### src/io_status_pkg.sv
// Shared constants and types for the I/O status datagram builder.
// Assumes a single clock domain; nothing here holds state.
package io_status_pkg;
    localparam int AN_PORTS = 4;
    localparam int DIG_PORTS = 8;
    localparam int PIN_PORTS = 5;
    localparam int PIN_DSR = 0;
    localparam int PIN_DCD = 1;
    localparam int PIN_CTS = 2;
    localparam int PIN_DTR = 3;
    localparam int PIN_RTS = 4;
    localparam logic [15:0] RECORD_BYTES = 16'h0012;
    localparam logic [15:0] AN_HDR_BYTES = 16'h0003;
    localparam logic [15:0] DIG_SECT_LEN = 16'h0004;
    localparam logic [15:0] SER_SECT_LEN = 16'h0004;
    localparam logic [15:0] FRAME_FIXED_BYTES = 16'h0003;
    localparam logic [4:0] HEAD_LAST = 5'h05;
    localparam logic [4:0] RECORD_LAST = 5'h11;
    localparam logic [4:0] TAIL_LAST = 5'h07;
    localparam logic [15:0] RAW_LOW_RESET = 16'hffff;
    localparam logic [15:0] RAW_HIGH_RESET = 16'h0000;
    localparam logic [31:0] CONV_LOW_RESET = 32'h7f800000;
    localparam logic [31:0] CONV_HIGH_RESET = 32'hff800000;
    localparam logic [31:0] INTERVAL_RESET = 32'h00000000;
    typedef enum logic [1:0] {
        ST_IDLE = 2'h0,
        ST_HEAD = 2'h1,
        ST_RECORD = 2'h3,
        ST_TAIL = 2'h2
    } frame_state_t;
endpackage : io_status_pkg
### src/analog_extreme_tracker.sv
// One analog channel: current, lowest and highest raw and converted values.
// Assumes samples arrive as a valid strobe with raw word and IEEE single float.
`timescale 1ns/100ps
`default_nettype none
module analog_extreme_tracker (
    input wire logic clock,
    input wire logic rst_n,
    input wire logic sample_valid,
    input wire logic [15:0] sample_raw,
    input wire logic [31:0] sample_converted,
    input wire logic clear,
    output logic [15:0] raw_now,
    output logic [15:0] raw_lowest,
    output logic [15:0] raw_highest,
    output logic [31:0] converted_now,
    output logic [31:0] converted_lowest,
    output logic [31:0] converted_highest
);
    // Sign-magnitude ordering; plus and minus zero compare equal.
    function automatic logic f_less(input logic [31:0] a, input logic [31:0] b);
        logic both_zero;
        both_zero = (a[30:0] == 31'h0) && (b[30:0] == 31'h0);
        if (a[31] != b[31]) return a[31] && !both_zero;
        if (!a[31]) return a[30:0] < b[30:0];
        return a[30:0] > b[30:0];
    endfunction : f_less

    wire [15:0] raw_in = sample_valid ? sample_raw : raw_now;
    wire [31:0] conv_in = sample_valid ? sample_converted : converted_now;
    wire raw_lo_take = clear || (sample_valid && sample_raw < raw_lowest);
    wire raw_hi_take = clear || (sample_valid && sample_raw > raw_highest);
    wire cv_lo_take = clear || (sample_valid && f_less(sample_converted, converted_lowest));
    wire cv_hi_take = clear || (sample_valid && f_less(converted_highest, sample_converted));

    always_ff @(posedge clock) begin
        if (!rst_n) begin
            raw_now <= io_status_pkg::RAW_HIGH_RESET;
            raw_lowest <= io_status_pkg::RAW_LOW_RESET;
            raw_highest <= io_status_pkg::RAW_HIGH_RESET;
            converted_now <= '0;
            converted_lowest <= io_status_pkg::CONV_LOW_RESET;
            converted_highest <= io_status_pkg::CONV_HIGH_RESET;
        end else begin
            raw_now <= raw_in;
            converted_now <= conv_in;
            if (raw_lo_take) raw_lowest <= raw_in;
            if (raw_hi_take) raw_highest <= raw_in;
            if (cv_lo_take) converted_lowest <= conv_in;
            if (cv_hi_take) converted_highest <= conv_in;
        end
    end

    raw_low_track_a: assert property (@(posedge clock) disable iff (!rst_n)
        sample_valid && !clear |=> raw_lowest <= $past(sample_raw))
        else $error("raw lowest missed a smaller sample");
    raw_high_hold_a: assert property (@(posedge clock) disable iff (!rst_n)
        !sample_valid && !clear |=> $stable(raw_highest))
        else $error("raw highest changed without sample or clear");
endmodule : analog_extreme_tracker
`default_nettype wire

### src/interval_tick.sv
// Interval divider producing a one-cycle send request pulse.
// Assumes the period input is static while enabled; zero acts as one.
`timescale 1ns/100ps
`default_nettype none
module interval_tick #(
    parameter int WIDTH = 32
) (
    input wire logic clock,
    input wire logic rst_n,
    input wire logic enable,
    input wire logic [WIDTH-1:0] period,
    output logic tick
);
    generate
        if (WIDTH < 2 || WIDTH > 32) begin : g_bad
            $error("interval_tick: WIDTH out of range");
        end
    endgenerate

    logic [WIDTH-1:0] count_reg;
    wire wrap = (count_reg + WIDTH'(1)) >= period;

    always_ff @(posedge clock) begin
        if (!rst_n) begin
            count_reg <= '0;
            tick <= 1'b0;
        end else if (!enable) begin
            count_reg <= '0;
            tick <= 1'b0;
        end else begin
            count_reg <= wrap ? '0 : count_reg + WIDTH'(1);
            tick <= wrap;
        end
    end

    tick_single_a: assert property (@(posedge clock) disable iff (!rst_n)
        tick && period > WIDTH'(1) |=> !tick)
        else $error("send pulse lasted more than one cycle");
endmodule : interval_tick
`default_nettype wire

### src/io_status_datagram_builder.sv
// Builds the periodic I/O status datagram as a byte stream, one byte per beat.
// Assumes a downstream transport that takes a byte when out_valid and out_ready.
//
// Behaviour
// - Order: version, total length, analog, digital/relay, serial control-pin sections.
// - Version byte carries the datagram layout revision identifier.
// - Two-byte fields go out most significant byte first.
// - Four-byte floats are IEEE single precision, most significant byte first.
// - Analog section: two-byte length growing 18 per enabled channel, enable byte.
// - Analog enable bit 0 is channel 1; 1 enabled, 0 disabled.
// - Disabled analog channels contribute no record.
// - Record: raw now, lowest, highest words, then converted now, lowest, highest.
// - Lowest and highest values hold extremes until cleared.
// - Variant without analog channels sends no analog records.
// - Digital/relay section always sent: length, enable byte, status byte.
// - Digital enable bit 0 is channel 1; 1 enabled, 0 disabled.
// - Digital status bit 1 means on, reversed for inverted channels.
// - Serial section always sent; bits 0..4 are DSR, DCD, CTS, DTR, RTS.
// - Pin enable bit set only with control profile and pin enabled.
// - Pin level bit 1 when pin high, 0 when low.
// - Datagram sent unprompted at the configured interval.
`timescale 1ns/100ps
`default_nettype none
module io_status_datagram_builder #(
    parameter int AN_COUNT = 4,
    parameter int DIG_COUNT = 4,
    parameter logic [7:0] FORMAT_VERSION = 8'h01
) (
    input wire logic clock,
    input wire logic rst_n,
    input wire logic send_enable,
    input wire logic [31:0] interval_cycles,
    input wire logic [3:0] an_sample_valid,
    input wire logic [15:0] an_raw [4],
    input wire logic [31:0] an_converted [4],
    input wire logic [3:0] an_clear,
    input wire logic [3:0] an_enable,
    input wire logic [7:0] dig_enable,
    input wire logic [7:0] dig_on,
    input wire logic [7:0] dig_invert,
    input wire logic pin_profile_control,
    input wire logic [4:0] pin_enable,
    input wire logic [4:0] pin_level,
    input wire logic out_ready,
    output logic [7:0] out_data,
    output logic out_valid,
    output logic out_first,
    output logic out_last,
    output logic busy
);
    generate
        if (AN_COUNT < 0 || AN_COUNT > io_status_pkg::AN_PORTS) begin : g_bad_an
            $error("io_status_datagram_builder: AN_COUNT out of range");
        end
        if (DIG_COUNT < 0 || DIG_COUNT > io_status_pkg::DIG_PORTS) begin : g_bad_dig
            $error("io_status_datagram_builder: DIG_COUNT out of range");
        end
    endgenerate

    localparam logic [3:0] AN_IMPL = 4'((1 << AN_COUNT) - 1);
    localparam logic [7:0] DIG_IMPL = 8'((1 << DIG_COUNT) - 1);

    // Lowest enabled channel at or above 'from'; bit 2 flags a find.
    function automatic logic [2:0] next_chan(input logic [3:0] m, input logic [2:0] from);
        logic [2:0] r;
        r = 3'h0;
        for (int i = 3; i >= 0; i--) begin
            if (m[i] && i >= int'(from)) r = {1'b1, 2'(i)};
        end
        return r;
    endfunction : next_chan

    function automatic logic [15:0] pop4(input logic [3:0] m);
        return 16'(m[0]) + 16'(m[1]) + 16'(m[2]) + 16'(m[3]);
    endfunction : pop4

    io_status_pkg::frame_state_t state_reg, state_next;
    logic [4:0] idx_reg, idx_next;
    logic [1:0] ch_reg, ch_next;
    logic pending_reg;
    logic send_tick;
    logic [3:0] an_mask_snap;
    logic [15:0] alen_snap;
    logic [15:0] total_snap;
    logic [7:0] dig_en_snap, dig_stat_snap;
    logic [4:0] pin_en_snap, pin_lvl_snap;
    logic [143:0] rec_live [4];
    logic [143:0] rec_snap [4];

    interval_tick #(
        .WIDTH(32)
    ) u_tick (
        .clock(clock),
        .rst_n(rst_n),
        .enable(send_enable),
        .period(interval_cycles),
        .tick(send_tick)
    );

    genvar gi;
    generate
        for (gi = 0; gi < 4; gi++) begin : g_chan
            logic [15:0] rn, rl, rh;
            logic [31:0] cn, cl, ch;
            analog_extreme_tracker u_track (
                .clock(clock),
                .rst_n(rst_n),
                .sample_valid(an_sample_valid[gi]),
                .sample_raw(an_raw[gi]),
                .sample_converted(an_converted[gi]),
                .clear(an_clear[gi]),
                .raw_now(rn),
                .raw_lowest(rl),
                .raw_highest(rh),
                .converted_now(cn),
                .converted_lowest(cl),
                .converted_highest(ch)
            );
            assign rec_live[gi] = {rn, rl, rh, cn, cl, ch};
        end
    endgenerate

    wire load = !out_valid || out_ready;
    wire step = (state_reg != io_status_pkg::ST_IDLE) && load;
    // A new frame waits until the last byte is taken, so no snapshot changes under it.
    wire start = (state_reg == io_status_pkg::ST_IDLE) && pending_reg && send_enable && load;
    wire at_head = state_reg == io_status_pkg::ST_HEAD;
    wire at_tail = state_reg == io_status_pkg::ST_TAIL;

    // Enable mask, unimplemented channels forced clear.
    wire [3:0] an_mask_live = an_enable & AN_IMPL;
    // Section length counts 18 bytes per enabled channel.
    wire [15:0] alen_live = 16'(io_status_pkg::AN_HDR_BYTES
        + io_status_pkg::RECORD_BYTES * pop4(an_mask_live));
    wire [15:0] total_live = 16'(io_status_pkg::FRAME_FIXED_BYTES + alen_live
        + io_status_pkg::DIG_SECT_LEN + io_status_pkg::SER_SECT_LEN);
    // Inverted channels report the opposite sense.
    wire [7:0] dig_stat_live = (dig_on ^ dig_invert) & DIG_IMPL;
    // Pin enable needs the control profile.
    wire [4:0] pin_en_live = pin_enable & {5{pin_profile_control}};

    wire [2:0] first_ch = next_chan(an_mask_snap, 3'h0);
    wire [2:0] later_ch = next_chan(an_mask_snap, 3'({1'b0, ch_reg}) + 3'h1);

    // Header: version, total length, analog length, analog enable.
    wire [47:0] head_vec = {FORMAT_VERSION, total_snap, alen_snap, 4'h0, an_mask_snap};
    // Tail sections with unused high bits zero.
    wire [63:0] tail_vec = {io_status_pkg::DIG_SECT_LEN, dig_en_snap, dig_stat_snap,
        io_status_pkg::SER_SECT_LEN, 3'h0, pin_en_snap, 3'h0, pin_lvl_snap};
    // Each vector is walked from its top byte downward.
    wire [7:0] head_byte = head_vec[8 * (5 - int'(idx_reg[2:0])) +: 8];
    wire [7:0] tail_byte = tail_vec[8 * (7 - int'(idx_reg[2:0])) +: 8];
    // Floats leave sign and exponent byte first.
    wire [7:0] rec_byte = rec_snap[ch_reg][8 * (17 - int'(idx_reg)) +: 8];
    wire [7:0] cur_byte = at_head ? head_byte : (at_tail ? tail_byte : rec_byte);

    // Request stays pending until a frame starts; a new tick wins.
    always_ff @(posedge clock) begin
        if (!rst_n) pending_reg <= 1'b0;
        else pending_reg <= send_tick || (pending_reg && !start);
    end

    // Snapshot at frame start so a datagram never mixes two sample instants.
    always_ff @(posedge clock) begin
        if (!rst_n) begin
            an_mask_snap <= '0;
            alen_snap <= io_status_pkg::AN_HDR_BYTES;
            total_snap <= '0;
            dig_en_snap <= '0;
            dig_stat_snap <= '0;
            pin_en_snap <= '0;
            pin_lvl_snap <= '0;
        end else if (start) begin
            an_mask_snap <= an_mask_live;
            alen_snap <= alen_live;
            total_snap <= total_live;
            dig_en_snap <= dig_enable & DIG_IMPL;
            dig_stat_snap <= dig_stat_live;
            pin_en_snap <= pin_en_live;
            // Levels copied as driven, high is one.
            pin_lvl_snap <= pin_level;
        end
    end

    always_ff @(posedge clock) begin
        if (start) rec_snap <= rec_live;
    end

    always_comb begin
        state_next = state_reg;
        idx_next = idx_reg;
        ch_next = ch_reg;
        unique case (state_reg)
            io_status_pkg::ST_IDLE: begin
                if (start) begin
                    state_next = io_status_pkg::ST_HEAD;
                    idx_next = '0;
                end
            end
            io_status_pkg::ST_HEAD: begin
                if (step && idx_reg == io_status_pkg::HEAD_LAST) begin
                    // No enabled channel means straight to the tail.
                    state_next = first_ch[2] ? io_status_pkg::ST_RECORD
                        : io_status_pkg::ST_TAIL;
                    ch_next = first_ch[1:0];
                    idx_next = '0;
                end else if (step) begin
                    idx_next = idx_reg + 5'h1;
                end
            end
            io_status_pkg::ST_RECORD: begin
                if (step && idx_reg == io_status_pkg::RECORD_LAST) begin
                    state_next = later_ch[2] ? io_status_pkg::ST_RECORD
                        : io_status_pkg::ST_TAIL;
                    ch_next = later_ch[2] ? later_ch[1:0] : ch_reg;
                    idx_next = '0;
                end else if (step) begin
                    idx_next = idx_reg + 5'h1;
                end
            end
            io_status_pkg::ST_TAIL: begin
                // Tail always follows, whatever the variant.
                if (step && idx_reg == io_status_pkg::TAIL_LAST) begin
                    state_next = io_status_pkg::ST_IDLE;
                    idx_next = '0;
                end else if (step) begin
                    idx_next = idx_reg + 5'h1;
                end
            end
        endcase
    end

    always_ff @(posedge clock) begin
        if (!rst_n) begin
            state_reg <= io_status_pkg::ST_IDLE;
            idx_reg <= '0;
            ch_reg <= '0;
            busy <= 1'b0;
        end else begin
            state_reg <= state_next;
            idx_reg <= idx_next;
            ch_reg <= ch_next;
            busy <= state_next != io_status_pkg::ST_IDLE;
        end
    end

    // A byte is held until taken; the next one is loaded in the same cycle.
    always_ff @(posedge clock) begin
        if (!rst_n) begin
            out_valid <= 1'b0;
            out_data <= '0;
            out_first <= 1'b0;
            out_last <= 1'b0;
        end else if (load) begin
            out_valid <= step;
            out_data <= step ? cur_byte : 8'h00;
            out_first <= step && at_head && idx_reg == 5'h0;
            out_last <= step && at_tail && idx_reg == io_status_pkg::TAIL_LAST;
        end
    end

    // Byte position of the beat on offer, for the checks below.
    logic [15:0] pos_reg;
    always_ff @(posedge clock) begin
        if (!rst_n) pos_reg <= '0;
        else if (out_valid && out_ready) pos_reg <= out_last ? 16'h0 : pos_reg + 16'h1;
    end

    version_first_a: assert property (@(posedge clock) disable iff (!rst_n)
        out_valid && out_first |-> out_data == FORMAT_VERSION && pos_reg == 16'h0)
        else $error("first byte is not the version");
    total_len_msb_a: assert property (@(posedge clock) disable iff (!rst_n)
        out_valid && pos_reg == 16'h1 |-> out_data == total_snap[15:8])
        else $error("total length high byte misplaced");
    frame_length_a: assert property (@(posedge clock) disable iff (!rst_n)
        out_valid && out_last |-> pos_reg + 16'h1 == total_snap)
        else $error("frame length differs from header");
    analog_len_a: assert property (@(posedge clock) disable iff (!rst_n)
        out_valid && pos_reg == 16'h4 |-> out_data == alen_snap[7:0]
        && alen_snap == 16'(16'h3 + 16'h12 * pop4(an_mask_snap)))
        else $error("analog section length wrong");
    analog_mask_a: assert property (@(posedge clock) disable iff (!rst_n)
        out_valid && pos_reg == 16'h5 |-> out_data[7:4] == 4'h0
        && (out_data[3:0] & ~AN_IMPL) == 4'h0)
        else $error("analog enable has stray bits");
    record_enabled_a: assert property (@(posedge clock) disable iff (!rst_n)
        state_reg == io_status_pkg::ST_RECORD |-> an_mask_snap[ch_reg])
        else $error("record emitted for disabled channel");
    pin_byte_a: assert property (@(posedge clock) disable iff (!rst_n)
        start |=> pin_en_snap == ($past(pin_enable) & {5{$past(pin_profile_control)}}))
        else $error("pin enable byte ignores the profile");
    pin_level_last_a: assert property (@(posedge clock) disable iff (!rst_n)
        out_valid && out_last |-> out_data == {3'h0, pin_lvl_snap})
        else $error("pin level byte wrong");
    start_on_tick_a: assert property (@(posedge clock) disable iff (!rst_n)
        send_tick && send_enable && state_reg == io_status_pkg::ST_IDLE && !out_valid
        ##1 send_enable |=> state_reg == io_status_pkg::ST_HEAD)
        else $error("interval tick did not start a frame");
    hold_stall_a: assert property (@(posedge clock) disable iff (!rst_n)
        out_valid && !out_ready |=> out_valid && $stable(out_data))
        else $error("byte dropped under back-pressure");
endmodule : io_status_datagram_builder
`default_nettype wire

### config.mk
export PLATFORM = sky130hd
export DESIGN_NAME = io_status_datagram_builder
export DESIGN_NICKNAME = d
export VERILOG_FILES = /design/src/io_status_pkg.sv /design/src/analog_extreme_tracker.sv /design/src/interval_tick.sv /design/src/io_status_datagram_builder.sv
export SDC_FILE = /design/constraint.sdc
export NUM_CORES = 2
export LEC_CHECK = 0
export BUFFER_PORTS_ARGS = -buffer_cell sky130_fd_sc_hd__buf_2
export CORE_MARGIN = 2
export CORE_UTILIZATION = 45
export CTS_CLUSTER_SIZE = 12
export DETAILED_ROUTE_END_ITERATION = 10
export MAX_ROUTING_LAYER = met4
export PLACE_DENSITY = 0.69
export SLEW_MARGIN = 20
export SYNTH_ARGS = -nofsm -noshare
export SYNTH_HDL_FRONTEND = slang
export SYNTH_HIERARCHICAL = 1
export SYNTH_SLANG_ARGS = --single-unit
### constraint.sdc
create_clock -name clock -period 69.2 [get_ports clock]
set_input_delay 17.3 -clock clock [delete_from_list [all_inputs] [get_ports clock]]
set_output_delay 17.3 -clock clock [all_outputs]
set_load 0.005 [all_outputs]
==> flow_summary.ini <==
[final_layout]
syn2layout_area_growth_pct = 12.61
design_area_sq_um = 65700
multi_input_area_sq_um = 24710
nNetsFinal = 6056
fin_util_pct = 50.87
largest_reg_flops = 576
regMostFlops = rec_snap
regArea_sq_um = 30640
num-fill-cells = 11399
layout-drive-gt1-share_pct = 16.12

[sta]
fin_crit_sh_pct = 32.07
fin_crit_ps = 22190
fin_skew_ps = 22.75
finalSetupViolCount = 0
report.final.slew_viol_count = 0
worstMarginPinSlew_ps = 1080
finalHoldViolCount = 0
tns_ps = 0
maxSlewHeadroom_pct = 28.00
rsz0062_at_grt = false
fmax_mhz = 45.06

[worst_setup_path]
reg2reg_to = rec_snap[73]$_DFFE_PP_
critPathLaunchType = primary input
end_kind = flop
r2r_start = state_reg[0]$_SDFF_PN0_
crit_type = in -> reg
reg2reg_slack_ps = 63210
crit_fanout = 126
cp_data_arrival_time_ps = 22590
r2r_cells = 8
cp.required_ps = 69600

[synthesis]
synth_flop_cell = dfxtp_1
synth_edf_count = 576
ys_types = 84
syn_area_per_cell_sq_um = 11.34
synth_async_sr_flop_share_pct = 0
netlist_area_sq_um = 58340
synth-seq-area-share_pct = 52.50
ys_warn_count = 6
ys_seq_elements = 1242
synth_cells = 5143
synth_fp_nets = 5835

[clocking]
cts-root-buf = clkbuf_16
cts_tree = yes
worstSkewPairLatency_ps = 790
clockBufferDepth = 3
htree_levels = 4
clk_pin_slew_worst_paths_ps = 60
postCtsSetupBuffers = 0
postCtsHoldBufs = 0
cts_buffers = 135
ctsResizeCount = 0
clock_sinks = 1242

[floorplan]
io_pins = 287
fp.coreArea_sq_um = 129200
num_rows = 132
die_y_um = 364.1
start_util_pct = 45.17
die_w_um = 364.1
dieArea_sq_um = 132500

[hold_path]
min_to = rec_snap[526]$_DFFE_PP_
hold_class = reg -> reg
hold_start = g_chan[0].u_track/converted_now[30]$_SDFF_PN0_
hold_path_depth = 0

[grt]
grt_pass1_vias = 40132
grtUsageTotal_pct = 28.97
antenna_found_initial = 40
grt_overflow = 0
grt_max_degree = 127
grt_pass1_wl_um = 270700

[place]
hpwl_um = 140500
place_area_sq_um = 61320
io_buffers = 274
gp_congestion = 0.9993

[drt]
drt_first_pass_iters = 6
routed_wl_um = 188300
drt_iter0_drc = 5358
viasPerCell = 5.918
drc = 0
num_vias = 42826
detail_route.wl_per_cell_um = 26.01
ant_nets = 0

[power_and_ir_drop]
ir_worst_vdd_mv = 0.02186
power_density_nw_per_um2 = 25.86
power.static_leakage_uw = 0.02639

[flow_run]
maxCapViolations = 0

[run_status]
status = finished, final reports clean
layout make-up:
class                           instances  share of cell area (%)
Multi-Input combinational cell       3124                   37.61
Timing Repair Buffer                  332                   2.796
Clock buffer                          208                   5.915
Antenna cell                           17                 0.06475
Sequential cell                      1242                   46.63
Tap cell                             1742                   3.317
Inverter                              529                   3.034
Clock inverter                         43                  0.6284
kinds of logic (layout without fill, tap and decap cells):
logic type | Yosys count | count (layout) | share of synthesized area, %
buffers and inverters | 777 | 1112 | 5.475
DFF | 1242 | 1242 | 52.50
other | 0 | 17 | 0
muxes | 439 | 439 | 11.14
AOI/OAI and AO/OA | 916 | 916 | 10.33
xor gates and xnor gates | 37 | 37 | 0.5940
adders and majority gates | 417 | 417 | 8.968
and+or+nand+nor | 1315 | 1315 | 10.99
worst max-delay path, stage by stage:
cell	delay, ps
buf_2	150
nand2b_1	120
buf_4	240
nand4_1	180
buf_4	300
inv_8	600
buf_4	890
buf_4	840
buf_4	820
buf_4	870
cell usage after synthesis (42+ instances only):
| cell | number | area (sq um) |
|---|---|---|
| a21o_1 | 61 | 457.9 |
| a21oi_1 | 164 | 820.8 |
| clkbuf_1 | 150 | 563.0 |
| edfxtp_1 | 576 | 17300 |
| o21ai_0 | 244 | 1221 |
| dfxtp_1 | 666 | 13330 |
| mux4_2 | 151 | 3401 |
| nand2_1 | 602 | 2260 |
| and2_1 | 42 | 262.8 |
| nand3_1 | 164 | 820.8 |
| o211ai_1 | 77 | 578.1 |
| ha_1 | 415 | 5192 |
| mux2_2 | 132 | 1486 |
| nor3_1 | 43 | 215.2 |
| a211oi_1 | 153 | 1149 |
| inv_1 | 526 | 1974 |
| nand4_1 | 110 | 688.2 |
| nor4_1 | 103 | 644.4 |
| mux2i_1 | 153 | 1531 |
| nor2_1 | 126 | 473.0 |
report_power, final:
part / leakage [uW] / internal (uW) / switching, uW
sequential: 0.0107 / 796 / 30.7
combinational: 0.0136 / 65.2 / 100
clock: 0.00209 / 399 / 308
layout by cell type, fill, tap and decap left out, drive strengths merged, types with 12 or more instances in the layout:
cell	n
nand4	110
nor3b	38
a31oi	12
nand3	168
o31ai	21
nand2b	12
nor2	126
o211ai	81
buf	332
a21oi	164
a21o	61
a211oi	157
inv	533
nor4	105
o21a	23
diode	17
clkinv	34
dfxtp	666
and2	43
xnor2	27
a221oi	13
nor3	46
a21boi	30
a22oi	34
mux2	132
mux4	154
ha	415
o21ai	251
edfxtp	576
mux2i	153
nand2	602
clkbuf	208
nor2b	15
worst max path at each step:
stage	start	endpoint	slack, ps	cells past startpoint
6_report	out_ready	rec_snap[73]$_DFFE_PP_	47010	10
5_1_grt	out_ready	rec_snap[73]$_DFFE_PP_	46690	10
4_1_cts	out_ready	rec_snap[73]$_DFFE_PP_	47090	10
3_5_place_dp	out_ready	rec_snap[73]$_DFFE_PP_	46270	10
3_3_place_gp	out_ready	rec_snap[73]$_DFFE_PP_	46370	10
2_1_floorplan	out_ready	rec_snap[0]$_DFFE_PP_	34140	6
stage by stage:
| step | setup WS (ps) | total power [uW] | hold slack (ps) | instances |
|---|---|---|---|---|
| floorplan | 34140 | 938.9 | 404.4 | 5143 |
| global placement | 46370 | 998.0 | 406.2 | 6968 |
| detailed placement | 46270 | 1004 | 412.5 | 6968 |
| CTS | 47090 | 1704 | 417.9 | 7219 |
| global route | 46690 | 1758 | 428.8 | 7237 |
| finish | 47010 | 1699 | 421.5 | 7237 |
metal layers:
metal	wire (um)	part of all wire, %	global-route usage (%)
met1	78610	42	40.21
met2	80060	43	41.14
met4	8051	4.3	11.56
met5	0	0	-
met3	21550	11	6.285
(Power assumes the default switching activity.)
